File: src/hw/light_alarm_defs.svh
`ifndef LIGHT_ALARM_DEFS_SVH
`define LIGHT_ALARM_DEFS_SVH

// Configuration word field positions
`define CFG_RANGE_HI 15
`define CFG_RANGE_LO 12
`define CFG_OVR_BIT 6
`define CFG_UNDR_BIT 5
`define CFG_LATCH_BIT 4
`define CFG_SENSE_BIT 3
`define CFG_EZERO_BIT 2
`define CFG_TALLY_HI 1
`define CFG_TALLY_LO 0

// Reset values of the writable fields
`define CFG_RANGE_RST 4'hC
`define CFG_LATCH_RST 1'h1
`define CFG_SENSE_RST 1'h0
`define CFG_EZERO_RST 1'h0
`define CFG_TALLY_RST 2'h0

// Range code that selects automatic full scale
`define RANGE_AUTO 4'hC

// Saturation point of the consecutive-fault counters
`define FAULT_CNT_MAX 4'h8

// Linear value width: 12-bit mantissa shifted by up to 15
`define LUX_W 27

`endif

File: src/hw/light_alarm_pkg.sv
package light_alarm_pkg;
  typedef logic [3:0] fault_cnt_t;
  typedef logic [26:0] lux_t;
  typedef enum logic [1:0] {
    TALLY_ONE = 2'b00,
    TALLY_TWO = 2'b01,
    TALLY_FOUR = 2'b10,
    TALLY_EIGHT = 2'b11
  } fault_tally_e;
endpackage

File: src/hw/light_limit_alarm_logic.sv
`timescale 1ns/100ps
`include "light_alarm_defs.svh"

// Overview of operation
// - The over flag sets after the result exceeds the high limit for the number of consecutive measurements chosen.
// - The under flag sets after the result falls below the low limit for the number of consecutive measurements chosen.
// - With the sticky select at 0, pin and flags follow the latest comparison with no clearing needed.
// - With the sticky select at 1, pin and flags stay asserted until the host clears them.
// - The sticky select is read/write and resets to 1.
// - With the pin sense at 0, an alarm actively drives the pin low.
// - With the pin sense at 1, an alarm releases the pin and no alarm drives it low.
// - With exponent zeroing set and a manual range code, the reported exponent reads as zero.
// - Exponent zeroing changes only the reported result, never the limit comparison.
// - The tally field codes 00, 01, 10, 11 ask for one, two, four or eight faults, and it resets to 00.
// - Result and both limits are turned into linear values before they are compared.

module light_limit_alarm_logic (
  input wire logic i_clock,
  input wire logic i_rst_n,
  input wire logic i_cfg_wr,
  input wire logic [15:0] i_cfg_wdata,
  output logic [15:0] o_config,
  input wire logic [15:0] i_low_limit,
  input wire logic [15:0] i_high_limit,
  input wire logic i_result_valid,
  input wire logic [15:0] i_result,
  output logic [15:0] o_result_reg,
  input wire logic i_clear_evt,
  input wire logic i_alarm_pin,
  output logic o_alarm_out,
  output logic o_alarm_oe_n
);

  ////////////////////////////////////////////////////////////////////////////
  // Configuration fields

  logic [3:0] range_q, range_d;
  logic latch_q, latch_d;
  logic sense_q, sense_d;
  logic ezero_q, ezero_d;
  light_alarm_pkg::fault_tally_e tally_q, tally_d;

  always_comb begin
    range_d = range_q;
    latch_d = latch_q;
    sense_d = sense_q;
    ezero_d = ezero_q;
    tally_d = tally_q;
    if (i_cfg_wr) begin
      range_d = i_cfg_wdata[`CFG_RANGE_HI:`CFG_RANGE_LO];
      latch_d = i_cfg_wdata[`CFG_LATCH_BIT];
      sense_d = i_cfg_wdata[`CFG_SENSE_BIT];
      ezero_d = i_cfg_wdata[`CFG_EZERO_BIT];
      tally_d = light_alarm_pkg::fault_tally_e'(i_cfg_wdata[`CFG_TALLY_HI:`CFG_TALLY_LO]);
    end
  end

  always_ff @(posedge i_clock or negedge i_rst_n) begin
    if (!i_rst_n) begin
      range_q <= `CFG_RANGE_RST;
      latch_q <= `CFG_LATCH_RST;
      sense_q <= `CFG_SENSE_RST;
      ezero_q <= `CFG_EZERO_RST;
      tally_q <= light_alarm_pkg::fault_tally_e'(`CFG_TALLY_RST);
    end else begin
      range_q <= range_d;
      latch_q <= latch_d;
      sense_q <= sense_d;
      ezero_q <= ezero_d;
      tally_q <= tally_d;
    end
  end

  ////////////////////////////////////////////////////////////////////////////
  // Linear comparison

  light_alarm_pkg::lux_t res_lux;
  light_alarm_pkg::lux_t low_lux;
  light_alarm_pkg::lux_t high_lux;
  logic over_now;
  logic under_now;

  lux_linearize u_lin_res (
    .i_word(i_result),
    .o_lux(res_lux)
  );
  lux_linearize u_lin_low (
    .i_word(i_low_limit),
    .o_lux(low_lux)
  );
  lux_linearize u_lin_high (
    .i_word(i_high_limit),
    .o_lux(high_lux)
  );

  assign over_now = res_lux > high_lux;
  assign under_now = res_lux < low_lux;

  ////////////////////////////////////////////////////////////////////////////
  // Fault counters and flags

  light_alarm_pkg::fault_cnt_t need;
  light_alarm_pkg::fault_cnt_t hi_cnt_q, hi_cnt_d;
  light_alarm_pkg::fault_cnt_t lo_cnt_q, lo_cnt_d;
  logic hi_trip;
  logic lo_trip;
  logic ovr_q, ovr_d;
  logic undr_q, undr_d;
  logic alarm;

  always_comb begin
    case (tally_q)
      light_alarm_pkg::TALLY_ONE: need = 4'h1;
      light_alarm_pkg::TALLY_TWO: need = 4'h2;
      light_alarm_pkg::TALLY_FOUR: need = 4'h4;
      light_alarm_pkg::TALLY_EIGHT: need = 4'h8;
      default: need = 4'h1;
    endcase
    hi_cnt_d = hi_cnt_q;
    lo_cnt_d = lo_cnt_q;
    if (i_result_valid) begin
      hi_cnt_d = !over_now ? 4'h0 : (hi_cnt_q == `FAULT_CNT_MAX) ? hi_cnt_q : hi_cnt_q + 4'h1;
      lo_cnt_d = !under_now ? 4'h0 : (lo_cnt_q == `FAULT_CNT_MAX) ? lo_cnt_q : lo_cnt_q + 4'h1;
    end
    hi_trip = i_result_valid && over_now && (hi_cnt_d >= need);
    lo_trip = i_result_valid && under_now && (lo_cnt_d >= need);
    ovr_d = ovr_q;
    undr_d = undr_q;
    if (latch_q) begin
      if (i_clear_evt) begin
        ovr_d = 1'b0;
        undr_d = 1'b0;
      end
      if (hi_trip) begin
        ovr_d = 1'b1;
      end
      if (lo_trip) begin
        undr_d = 1'b1;
      end
    end else if (i_result_valid) begin
      ovr_d = hi_trip;
      undr_d = lo_trip;
    end
  end

  always_ff @(posedge i_clock or negedge i_rst_n) begin
    if (!i_rst_n) begin
      hi_cnt_q <= 4'h0;
      lo_cnt_q <= 4'h0;
      ovr_q <= 1'b0;
      undr_q <= 1'b0;
    end else begin
      hi_cnt_q <= hi_cnt_d;
      lo_cnt_q <= lo_cnt_d;
      ovr_q <= ovr_d;
      undr_q <= undr_d;
    end
  end

  ////////////////////////////////////////////////////////////////////////////
  // Reported result

  logic [15:0] result_q, result_d;

  always_comb begin
    result_d = result_q;
    if (i_result_valid) begin
      result_d = i_result;
      if (ezero_q && (range_q < `RANGE_AUTO)) begin
        result_d[15:12] = 4'h0;
      end
    end
  end

  always_ff @(posedge i_clock or negedge i_rst_n) begin
    if (!i_rst_n) begin
      result_q <= 16'h0000;
    end else begin
      result_q <= result_d;
    end
  end

  assign o_result_reg = result_q;

  ////////////////////////////////////////////////////////////////////////////
  // Readback and alarm pin

  always_comb begin
    o_config = 16'h0000;
    o_config[`CFG_RANGE_HI:`CFG_RANGE_LO] = range_q;
    o_config[`CFG_OVR_BIT] = ovr_q;
    o_config[`CFG_UNDR_BIT] = undr_q;
    o_config[`CFG_LATCH_BIT] = latch_q;
    o_config[`CFG_SENSE_BIT] = sense_q;
    o_config[`CFG_EZERO_BIT] = ezero_q;
    o_config[`CFG_TALLY_HI:`CFG_TALLY_LO] = tally_q;
  end

  assign alarm = ovr_q | undr_q;
  // Open drain: only ever pulls low
  assign o_alarm_out = 1'b0;
  assign o_alarm_oe_n = sense_q ? alarm : !alarm;
endmodule

File: src/hw/lux_linearize.sv
`timescale 1ns/100ps
`include "light_alarm_defs.svh"

module lux_linearize (
  input wire logic [15:0] i_word,
  output light_alarm_pkg::lux_t o_lux
);
  // Mantissa shifted left by the exponent
  assign o_lux = light_alarm_pkg::lux_t'({15'h0000, i_word[11:0]} << i_word[15:12]);
endmodule

File: config.mk
export PLATFORM = sky130hd
export DESIGN_NAME = light_limit_alarm_logic
export DESIGN_NICKNAME = d
export VERILOG_FILES = /design/src/hw/light_alarm_pkg.sv /design/src/hw/light_limit_alarm_logic.sv /design/src/hw/lux_linearize.sv
export VERILOG_INCLUDE_DIRS = /design/src /design/src/hw
export SDC_FILE = /design/constraint.sdc
export NUM_CORES = 1
export LEC_CHECK = 0
export BUFFER_PORTS_ARGS = -buffer_cell sky130_fd_sc_hd__buf_2
export CELL_PAD_IN_SITES_DETAIL_PLACEMENT = 0
export CELL_PAD_IN_SITES_GLOBAL_PLACEMENT = 1
export CORE_MARGIN = 8
export CORE_UTILIZATION = 45
export DETAILED_ROUTE_END_ITERATION = 6
export GPL_TIMING_DRIVEN = 0
export PLACE_DENSITY_LB_ADDON = 0.1
export SLEW_MARGIN = 30
export SYNTH_ARGS = -nofsm -noshare
export SYNTH_HDL_FRONTEND = slang
export SYNTH_HIERARCHICAL = 1
export SYNTH_SLANG_ARGS = --single-unit
File: constraint.sdc
create_clock -name i_clock -period 3.5 [get_ports i_clock]
set_input_delay 0.525 -clock i_clock [delete_from_list [all_inputs] [get_ports i_clock]]
set_output_delay 0.525 -clock i_clock [all_outputs]
set_load 0.01 [all_outputs]
==> results.py, run 1 <==
metrics = {
    "timing": {
        "relSlewSlack_pct": 46.62,
        "grt_setup_unrepaired": "yes",
        "tightest_slew_ns": 0.7934,
        "report.final.hold_viol_count": 0,
        "finalWorstPathRequiredPeriod_ns": 4.349,
        "finalSetupViolCount": 3,
        "fin_tns_setup_ns": -1.863,
        "fin_crit_sh_pct": 124.2,
        "postLayoutSetupSlackWorst_ns": -0.8486,
        "final.setup_skew_ns": 0.006693,
        "max_clock_freq_mhz": 230.0,
        "final_count_of_pins_violating_max_slew": 0,
    },
    "floorplan": {
        "die_area_um2": 15480,
        "std_cell_rows": 39,
        "floorplan_die_width_um": 124.4,
        "fp.dieH_um": 124.4,
        "design.portCount": 104,
        "initial_utilization_pct": 46.12,
        "coreArea_um2": 11470,
    },
    "grt": {
        "maximum_number_of_pins_on_one_net_before_global_route_repair": 36,
        "antenna_found_initial": 0,
        "grt-ovfl-total": 0,
        "grt.met1_usage_pct": 27.17,
        "busiest_layer": "met2",
        "global_route.usage.met3_pct": 4.766,
        "grt_first_pass_wirelength_mm": 26.26,
        "global_route.usage.total_pct": 19.95,
        "met2_track_utilization_from_global_routing_pct": 31.05,
        "grt_pass1_vias": 5380,
    },
    "worst_setup_path": {
        "setup_crit_path_kind": "in2reg",
        "worst_setup_path_start_kind": "input port",
        "critical-path-max-stage-delay_ns": 0.60,
        "worst-endpoint-required_ns": 3.67,
        "worst_path_most_repeated_cell": "nand4_1",
        "worstPathBufferInverterCount": 4,
        "critPathArrivalTime_ns": 4.52,
        "timing.critical_path.to_type": "register",
        "crit_family": "simple AND/OR/NAND/NOR gates",
        "critPathSlowestCell": "or4_4",
        "cp_max_fo": 5,
        "crit_chain": "buf_6 > buf_8 > buf_12 > mux2i_4 > a22oi_2 > nand2_2 > nor2_1 > inv_1 > ha_4 > nand4_1 > nor4_4 > nand4_1 > or4_4 > and2_4 > o21ai_2 > a21boi_2 > ha_1 > nand2b_4 > a21oi_2 > nor2b_1 > o21ai_1 > nand2b_1 > a32o_1",
    },
    "layout": {
        "finish.net_count": 950,
        "final_cell_count_no_fill": 959,
        "drive_gt1_share_pct": 36.64,
        "largest_register_ff_count": 16,
        "area_growth_syn_to_layout_pct": 33.88,
        "num_antenna_cells": 0,
        "final_std_cell_area_no_fill_um2": 7081,
    },
    "power_and_ir_drop": {
        "p_sw_share_pct": 39.87,
        "leakage_nw": 3.255,
        "power.net_switching_uw": 865.4,
        "power_per_cell_area_nw_per_um2": 306.5,
        "power.share.sequential_pct": 24.3,
        "report.power.total_mw": 2.170,
        "combinationalPowerShare_pct": 54.7,
        "worst_ir_drop_vdd_mv": 0.4027,
        "power.internal_mw": 1.305,
        "pwr-share-clk_pct": 21.0,
    },
    "synth": {
        "synth_flop_cell": "dfrtp_1",
        "synthesis.area_per_instance_um2": 7.755,
        "synth_cell_type_count": 63,
        "async_reset_ff_share_pct": 100.0,
        "yosysSeqAreaShare_pct": 16.63,
        "synth.ff_latch_count": 35,
        "postSynthCellCount": 682,
        "netlist_area_um2": 5289,
        "synth.largest_area_cell": "ha_1",
        "synth.top_cell.area_share_pct": 15.38,
        "ys_warnings": 6,
        "yosys-top-cells-area": "ha_1 15%, dfrtp_1 15%, mux2_2 8.3%",
        "post_synth_edffs": 0,
    },
    "route": {
        "wl_per_cell_um": 17.87,
        "detail-route-antenna-nets": 0,
        "vias": 5574,
        "vias_per_cell": 5.812,
        "initialDrtViolationCount": 373,
        "detailedRoute.firstPassIterationCount": 5,
        "drt_wl_total_mm": 17.14,
        "drt_drc": 0,
    },
    "cts": {
        "clkSlewWorstSetupHoldPaths_ns": 0.06,
        "cts.hold.buffers_added": 0,
        "clk-insertion-delay-late_ns": 0.28,
        "max-clock-path-buffers": 2,
        "clock_tree.htree_level_count": 2,
        "cts_buffers": 5,
        "cts-root-buf": "clkbuf_16",
        "clock_sink_count": 35,
        "cts_tree": "built",
    },
    "placement": {
        "place.detailed.instances": 915,
        "routabilityCongestion": 0.9218,
        "placement.io_buffers": 85,
        "post_dp_cell_area_um2": 5959,
        "detailed_place_hpwl_mm": 13.44,
    },
    "run_status": {
        "run_status": "complete, but fails checks",
        "failed_checks": "negative setup slack",
    },
    "job": {
        "drv.max_cap_violation_count": 0,
    },
    "min_path": {
        "worst_hold_path_type": "in2async",
    },
}
-- synthesized netlist by cell type, types with 4 or more instances --
master / instances
o21ai_0: 34
buf_4: 14
a22o_1: 4
and2_0: 4
nand4_1: 7
o21ai_2: 4
nor2b_1: 12
nand2_1: 85
a22oi_1: 19
a211oi_1: 6
o22ai_1: 15
ha_1: 65
inv_1: 67
mux2_2: 39
o31ai_1: 4
nor4_1: 4
dfrtp_1: 32
a21o_1: 5
or3_1: 6
nand2b_1: 15
nor2_1: 52
mux2i_1: 34
clkbuf_1: 11
o2bb2ai_1: 4
a21oi_1: 31
buf_2: 13
nor3_1: 13
nand3_1: 18
-- worst reg2reg max path, cell delays in order, from the launching register on --
cell	delay, ns
dfrtp_1	0.45
inv_1	0.09
ha_1	0.20
nand2_1	0.09
nor2_1	0.06
nor3_1	0.18
o21ai_2	0.10
a21boi_2	0.16
ha_1	0.30
nand2b_4	0.14
a21oi_2	0.12
nor2b_1	0.06
o21ai_1	0.11
nand2b_1	0.07
a32o_1	0.25
-- layer usage --
metal	wire length (um)	vias to the layer above	part of all wire, %
li1	-	2706	-
met1	8142	2667	48
met2	7768	186	45
met3	1080	15	6.3
met4	150	0	0.88
met5	0	-	0
-- stage by stage --
step                setup WS, ns  hold slack (ns)  util (%)
floorplan                -0.4615           0.2294         -
global placement          -1.425           0.4666     51.97
detailed placement        -1.442           0.4780     51.97
CTS                      -0.7827           0.3426     56.33
global route              -1.016           0.3683     61.75
finish                   -0.8486           0.3115     61.75
-- cell families after synthesis --
group | Yosys count | share of synthesized area, %
buffers and inverters | 110 | 9.534
adders and majority gates | 65 | 15.38
AOI/OAI and AO/OA | 154 | 19.23
muxes | 79 | 17.51
other | 1 | 0.07090
DFF | 35 | 16.63
and+or+nand+nor | 236 | 21.32
xor gates and xnor gates | 2 | 0.3313
-- cell type report --
class | count | area, um^2
tap | 143 | 178.9
inverter | 68 | 255.2
multi-input combinational | 542 | 4420
clock inverter | 2 | 16.27
buffer | 41 | 331.6
timing repair buffer | 122 | 859.6
sequential | 35 | 879.6
fill | 1046 | 4387
clock buffer | 6 | 138.9
-- final timing paths --
check | start | to | slack [ns] | cells past startpoint
worst max-delay path | i_high_limit[12] | ovr_q | -0.85 | 23
worst min-delay path | i_rst_n | sense_q | 0.31 | 1
worst max register to register | hi_cnt_q[0] | ovr_q | 1.01 | 14
worst min register to register | o_result_reg[12] | o_result_reg[12] | 0.49 | 1
max in group asynchronous | i_rst_n | o_result_reg[7] | 2.70 | 1
min in group i_clock | i_cfg_wdata[2] | ezero_q | 0.47 | 2
-- timing repair --
item,in CTS,in global routing
buffers inserted,18,21
pin swaps,7,40
gates cloned,1,3
resized for setup,47,102
endpoints found under the setup margin,6,10
hold endpoints to repair,0,0
-- power by group through the flow --
stage / Combinational, mW / Clock (mW) / Sequential, mW
after global routing: 1.30 / 0.481 / 0.537
after global placement: 0.949 / 0 / 0.526
final: 1.19 / 0.455 / 0.527
after CTS: 1.05 / 0.462 / 0.526
after floorplan: 0.670 / 0 / 0.534
after detailed placement: 0.971 / 0 / 0.531
-- layout by cell type, fill, tap and decap left out, types with 10 or more instances in the layout --
cell type | Yosys | layout
buf_2 | 13 | 87
nand2_1 | 85 | 82
inv_1 | 67 | 67
ha_1 | 65 | 60
nor2_1 | 52 | 46
mux2_2 | 39 | 36
buf_4 | 14 | 35
dfrtp_1 | 32 | 32
o21ai_0 | 34 | 25
a21oi_1 | 31 | 22
mux2i_1 | 34 | 18
a22oi_1 | 19 | 17
nand3_1 | 18 | 16
buf_6 | 3 | 15
nand2b_1 | 15 | 13
o22ai_1 | 15 | 11
nor3_1 | 13 | 10
nor2b_1 | 12 | 10
Power figures use the tool's default switching activity.
==> run 2, diff against run 1 <==
--- a/config.mk
+++ b/config.mk
@@ -14,8 +14,9 @@
 export DETAILED_ROUTE_END_ITERATION = 6
 export GPL_TIMING_DRIVEN = 0
 export PLACE_DENSITY_LB_ADDON = 0.1
+export RECOVER_POWER = 25
+export SETUP_SLACK_MARGIN = 0.4
 export SLEW_MARGIN = 30
 export SYNTH_ARGS = -nofsm -noshare
 export SYNTH_HDL_FRONTEND = slang
-export SYNTH_HIERARCHICAL = 1
 export SYNTH_SLANG_ARGS = --single-unit
==> run 2 against run 1 <==
Compared with the run above:
- the flow finishes with violations (max-capacitance violations, max-slew violations, negative setup slack)
- register-to-register slack gained 0.04 ns
- critical path depth shrank 1
- sequential share of layout area is 1.2 points higher
- synthesized cell count down 15%
- worst hold slack better by 0.15 ns
- wire length fell by 14%
- combinational power barely moved
- utilization shrank 1.5 points
- clock skew shrank 0.00065 ns
- sequential power grew 3%
- critical endpoint unchanged
- largest cell class unchanged
==> results.py, run 2 <==
metrics = {
    "synth": {
        "post_synth_edffs": 0,
        "postSynthCellCount": 582,
        "synth.ff_latch_count": 35,
        "netlist_area_um2": 4868,
        "synth.largest_area_cell": "dfrtp_1",
        "synth_cell_type_count": 67,
        "netlist_top_cells_count": "63 x ha_1, 59 x mux2i_1, 58 x nand2_1, 46 x nor2_1, 43 x a21oi_1",
        "yosysSeqAreaShare_pct": 18.07,
        "synth_flop_cell": "dfrtp_1",
        "synth.top_cell.area_share_pct": 16.45,
        "yosys-top-cells-area": "dfrtp_1 16%, ha_1 16%, mux2i_1 12%",
        "ys_warnings": 0,
        "yosys.cell_count.top_type": "ha_1",
        "synthesis.area_per_instance_um2": 8.365,
        "async_reset_ff_share_pct": 100.0,
    },
    "timing": {
        "grt_setup_unrepaired": "yes",
        "postLayoutSetupSlackWorst_ns": -0.9393,
        "fin_crit_sh_pct": 126.8,
        "final_count_of_pins_violating_max_slew": 36,
        "finalSetupViolCount": 3,
        "max_clock_freq_mhz": 225.3,
        "finalWorstPathRequiredPeriod_ns": 4.439,
        "tightest_slew_ns": 1.825,
        "fin_tns_setup_ns": -1.804,
        "final.setup_skew_ns": 0.006038,
        "report.final.hold_viol_count": 0,
        "relSlewSlack_pct": -21.66,
        "hold_slack_ns": 0.4612,
    },
    "min_path": {
        "hold_path_depth": 2,
        "worst_hold_path_type": "in2reg",
    },
    "cts": {
        "clock_sink_count": 35,
        "cts_buffers": 5,
        "clock_tree.htree_level_count": 2,
        "cts_tree": "built",
        "clkSlewWorstSetupHoldPaths_ns": 0.07,
        "max-clock-path-buffers": 2,
        "clk-insertion-delay-late_ns": 0.30,
        "cts-root-buf": "clkbuf_8",
    },
    "grt": {
        "grt_pass1_vias": 5071,
        "grt-ovfl-total": 0,
        "global_route.usage.total_pct": 20.33,
        "antenna_found_initial": 0,
        "maximum_number_of_pins_on_one_net_before_global_route_repair": 36,
        "grt_first_pass_wirelength_mm": 24.34,
    },
    "worst_setup_path": {
        "cell_depth_of_the_worst_flop_to_flop_path": 13,
        "cp_max_fo": 8,
        "timing.critical_path.to_type": "register",
        "worst_setup_path_start_kind": "input port",
        "worst-endpoint-required_ns": 3.69,
        "critPathArrivalTime_ns": 4.62,
        "setup_crit_path_kind": "in2reg",
    },
    "placement": {
        "placement.io_buffers": 82,
        "detailed_place_hpwl_mm": 11.75,
        "routabilityCongestion": 0.9391,
        "placement.setup.worst_slack_ns": -1.592,
        "place.detailed.instances": 809,
    },
    "power_and_ir_drop": {
        "power.internal_mw": 1.291,
        "leakage_nw": 3.014,
        "report.power.total_mw": 2.147,
        "power_per_cell_area_nw_per_um2": 333.0,
        "combinationalPowerShare_pct": 56.9,
        "worst_ir_drop_vdd_mv": 0.3841,
        "power.net_switching_uw": 856.9,
        "p_sw_share_pct": 39.90,
        "power.share.sequential_pct": 25.2,
        "pwr-share-clk_pct": 17.9,
    },
    "floorplan": {
        "design.portCount": 104,
        "die_area_um2": 14400,
        "initial_utilization_pct": 45.51,
        "floorplan_die_width_um": 120.0,
        "coreArea_um2": 10700,
        "std_cell_rows": 38,
        "fp.dieH_um": 120.0,
    },
    "run_status": {
        "failed_checks": "max-capacitance violations, max-slew violations, negative setup slack",
        "run_status": "complete, but fails checks",
    },
    "route": {
        "drt_wl_total_mm": 14.81,
        "initialDrtViolationCount": 299,
        "detail-route-antenna-nets": 0,
        "wl_per_cell_um": 17.48,
        "vias": 4830,
        "drt_drc": 0,
        "detailedRoute.firstPassIterationCount": 6,
        "vias_per_cell": 5.702,
    },
    "layout": {
        "fillerInstances": 968,
        "final_common_cell": "buf_2",
        "area_growth_syn_to_layout_pct": 32.46,
        "largest_register_ff_count": 16,
        "finish.net_count": 838,
        "drive_gt1_share_pct": 39.66,
        "final_cell_mix": "79 x buf_2, 60 x ha_1, 51 x nand2_1",
        "final_cell_count_no_fill": 847,
    },
    "job": {
        "drv.max_cap_violation_count": 1,
    },
}
-- run 2: final timing paths --
kind	end	slack [ns]	startpoint
setup / recovery	ovr_q	-0.94	i_result[13]
hold / removal	sense_q	0.46	i_cfg_wdata[3]
setup reg to reg	ovr_q	1.05	hi_cnt_q[0]
hold reg to reg	o_result_reg[15]	0.49	o_result_reg[15]
max in group asynchronous	o_result_reg[4]	1.73	i_rst_n
min in group asynchronous	lo_cnt_q[1]	0.72	i_rst_n
-- run 2: logic make-up (layout without fill, tap and decap cells) --
logic type	after synthesis	after routing	synth area share (%)
other	1	7	0.07703
xor gates and xnor gates	3	3	0.5398
buffers and inverters	57	176	5.654
adders and majority gates	64	64	16.42
AOI/OAI and AO/OA	129	129	17.04
muxes	100	100	22.82
and+or+nand+nor	193	193	19.38
DFF	35	35	18.07
-- run 2: power groups by stage --
stage	logic (mW)	clock network (mW)	registers, mW
detailed placement	1.02	0	0.546
global placement	0.998	0	0.540
finish	1.22	0.384	0.542
CTS	1.17	0.395	0.540
floorplan	0.732	0	0.546
global route	1.35	0.405	0.552
-- run 2: layout make-up --
cell class                      count  area (um^2)  area share, %
Antenna cell                        1        2.502        0.03880
Buffer                             43        389.1          6.034
Clock buffer                        6        82.58          1.281
Clock inverter                      2        35.03         0.5433
Inverter                           14        52.55         0.8149
Multi-Input combinational cell    495         4165          64.59
Sequential cell                    35        879.6          13.64
Tap cell                          140        175.2          2.716
Timing Repair Buffer              111        666.9          10.34
-- run 2: timing repair --
item / in CTS / in global routing
endpoints found under the setup margin: 10 / 10
hold buffers: 0 / 0
pin swaps: 18 / 2
buffers inserted: 24 / 5
resized for setup: 107 / 11
-- run 2: metrics by stage --
step | utilization, % | area, um^2
2_1_floorplan | - | 5037
3_3_place_gp | 52.56 | 5623
3_5_place_dp | 52.56 | 5623
4_1_cts | 59.43 | 6357
5_1_grt | 60.26 | 6446
6_report | 60.28 | 6449
-- run 2: critical path, cell delays in order --
cell and delay, ns:
buf_12 0.11, buf_12 0.14, mux2i_4 0.25, mux2i_2 0.13, buf_4 0.15, a21oi_2 0.16
nor2b_2 0.09, ha_1 0.31, nand3_2 0.07, or4_4 0.44, or2_4 0.28, or3_4 0.34
o21ai_4 0.22, a211oi_2 0.12, a311oi_2 0.26, ha_1 0.28, nand2b_4 0.14, a21oi_2 0.11
nor2b_1 0.05, o21ai_1 0.11, nand2b_1 0.07, a32o_1 0.25
-- run 2: metal layers --
metal / GRT usage, % / wire, um / vias up
li1: - / - / 2368
met1: 25.44 / 6470 / 2283
met2: 35.03 / 7184 / 154
met3: 3.241 / 808 / 25
met4: 6.323 / 343 / 0
met5: 0 / 0 / -
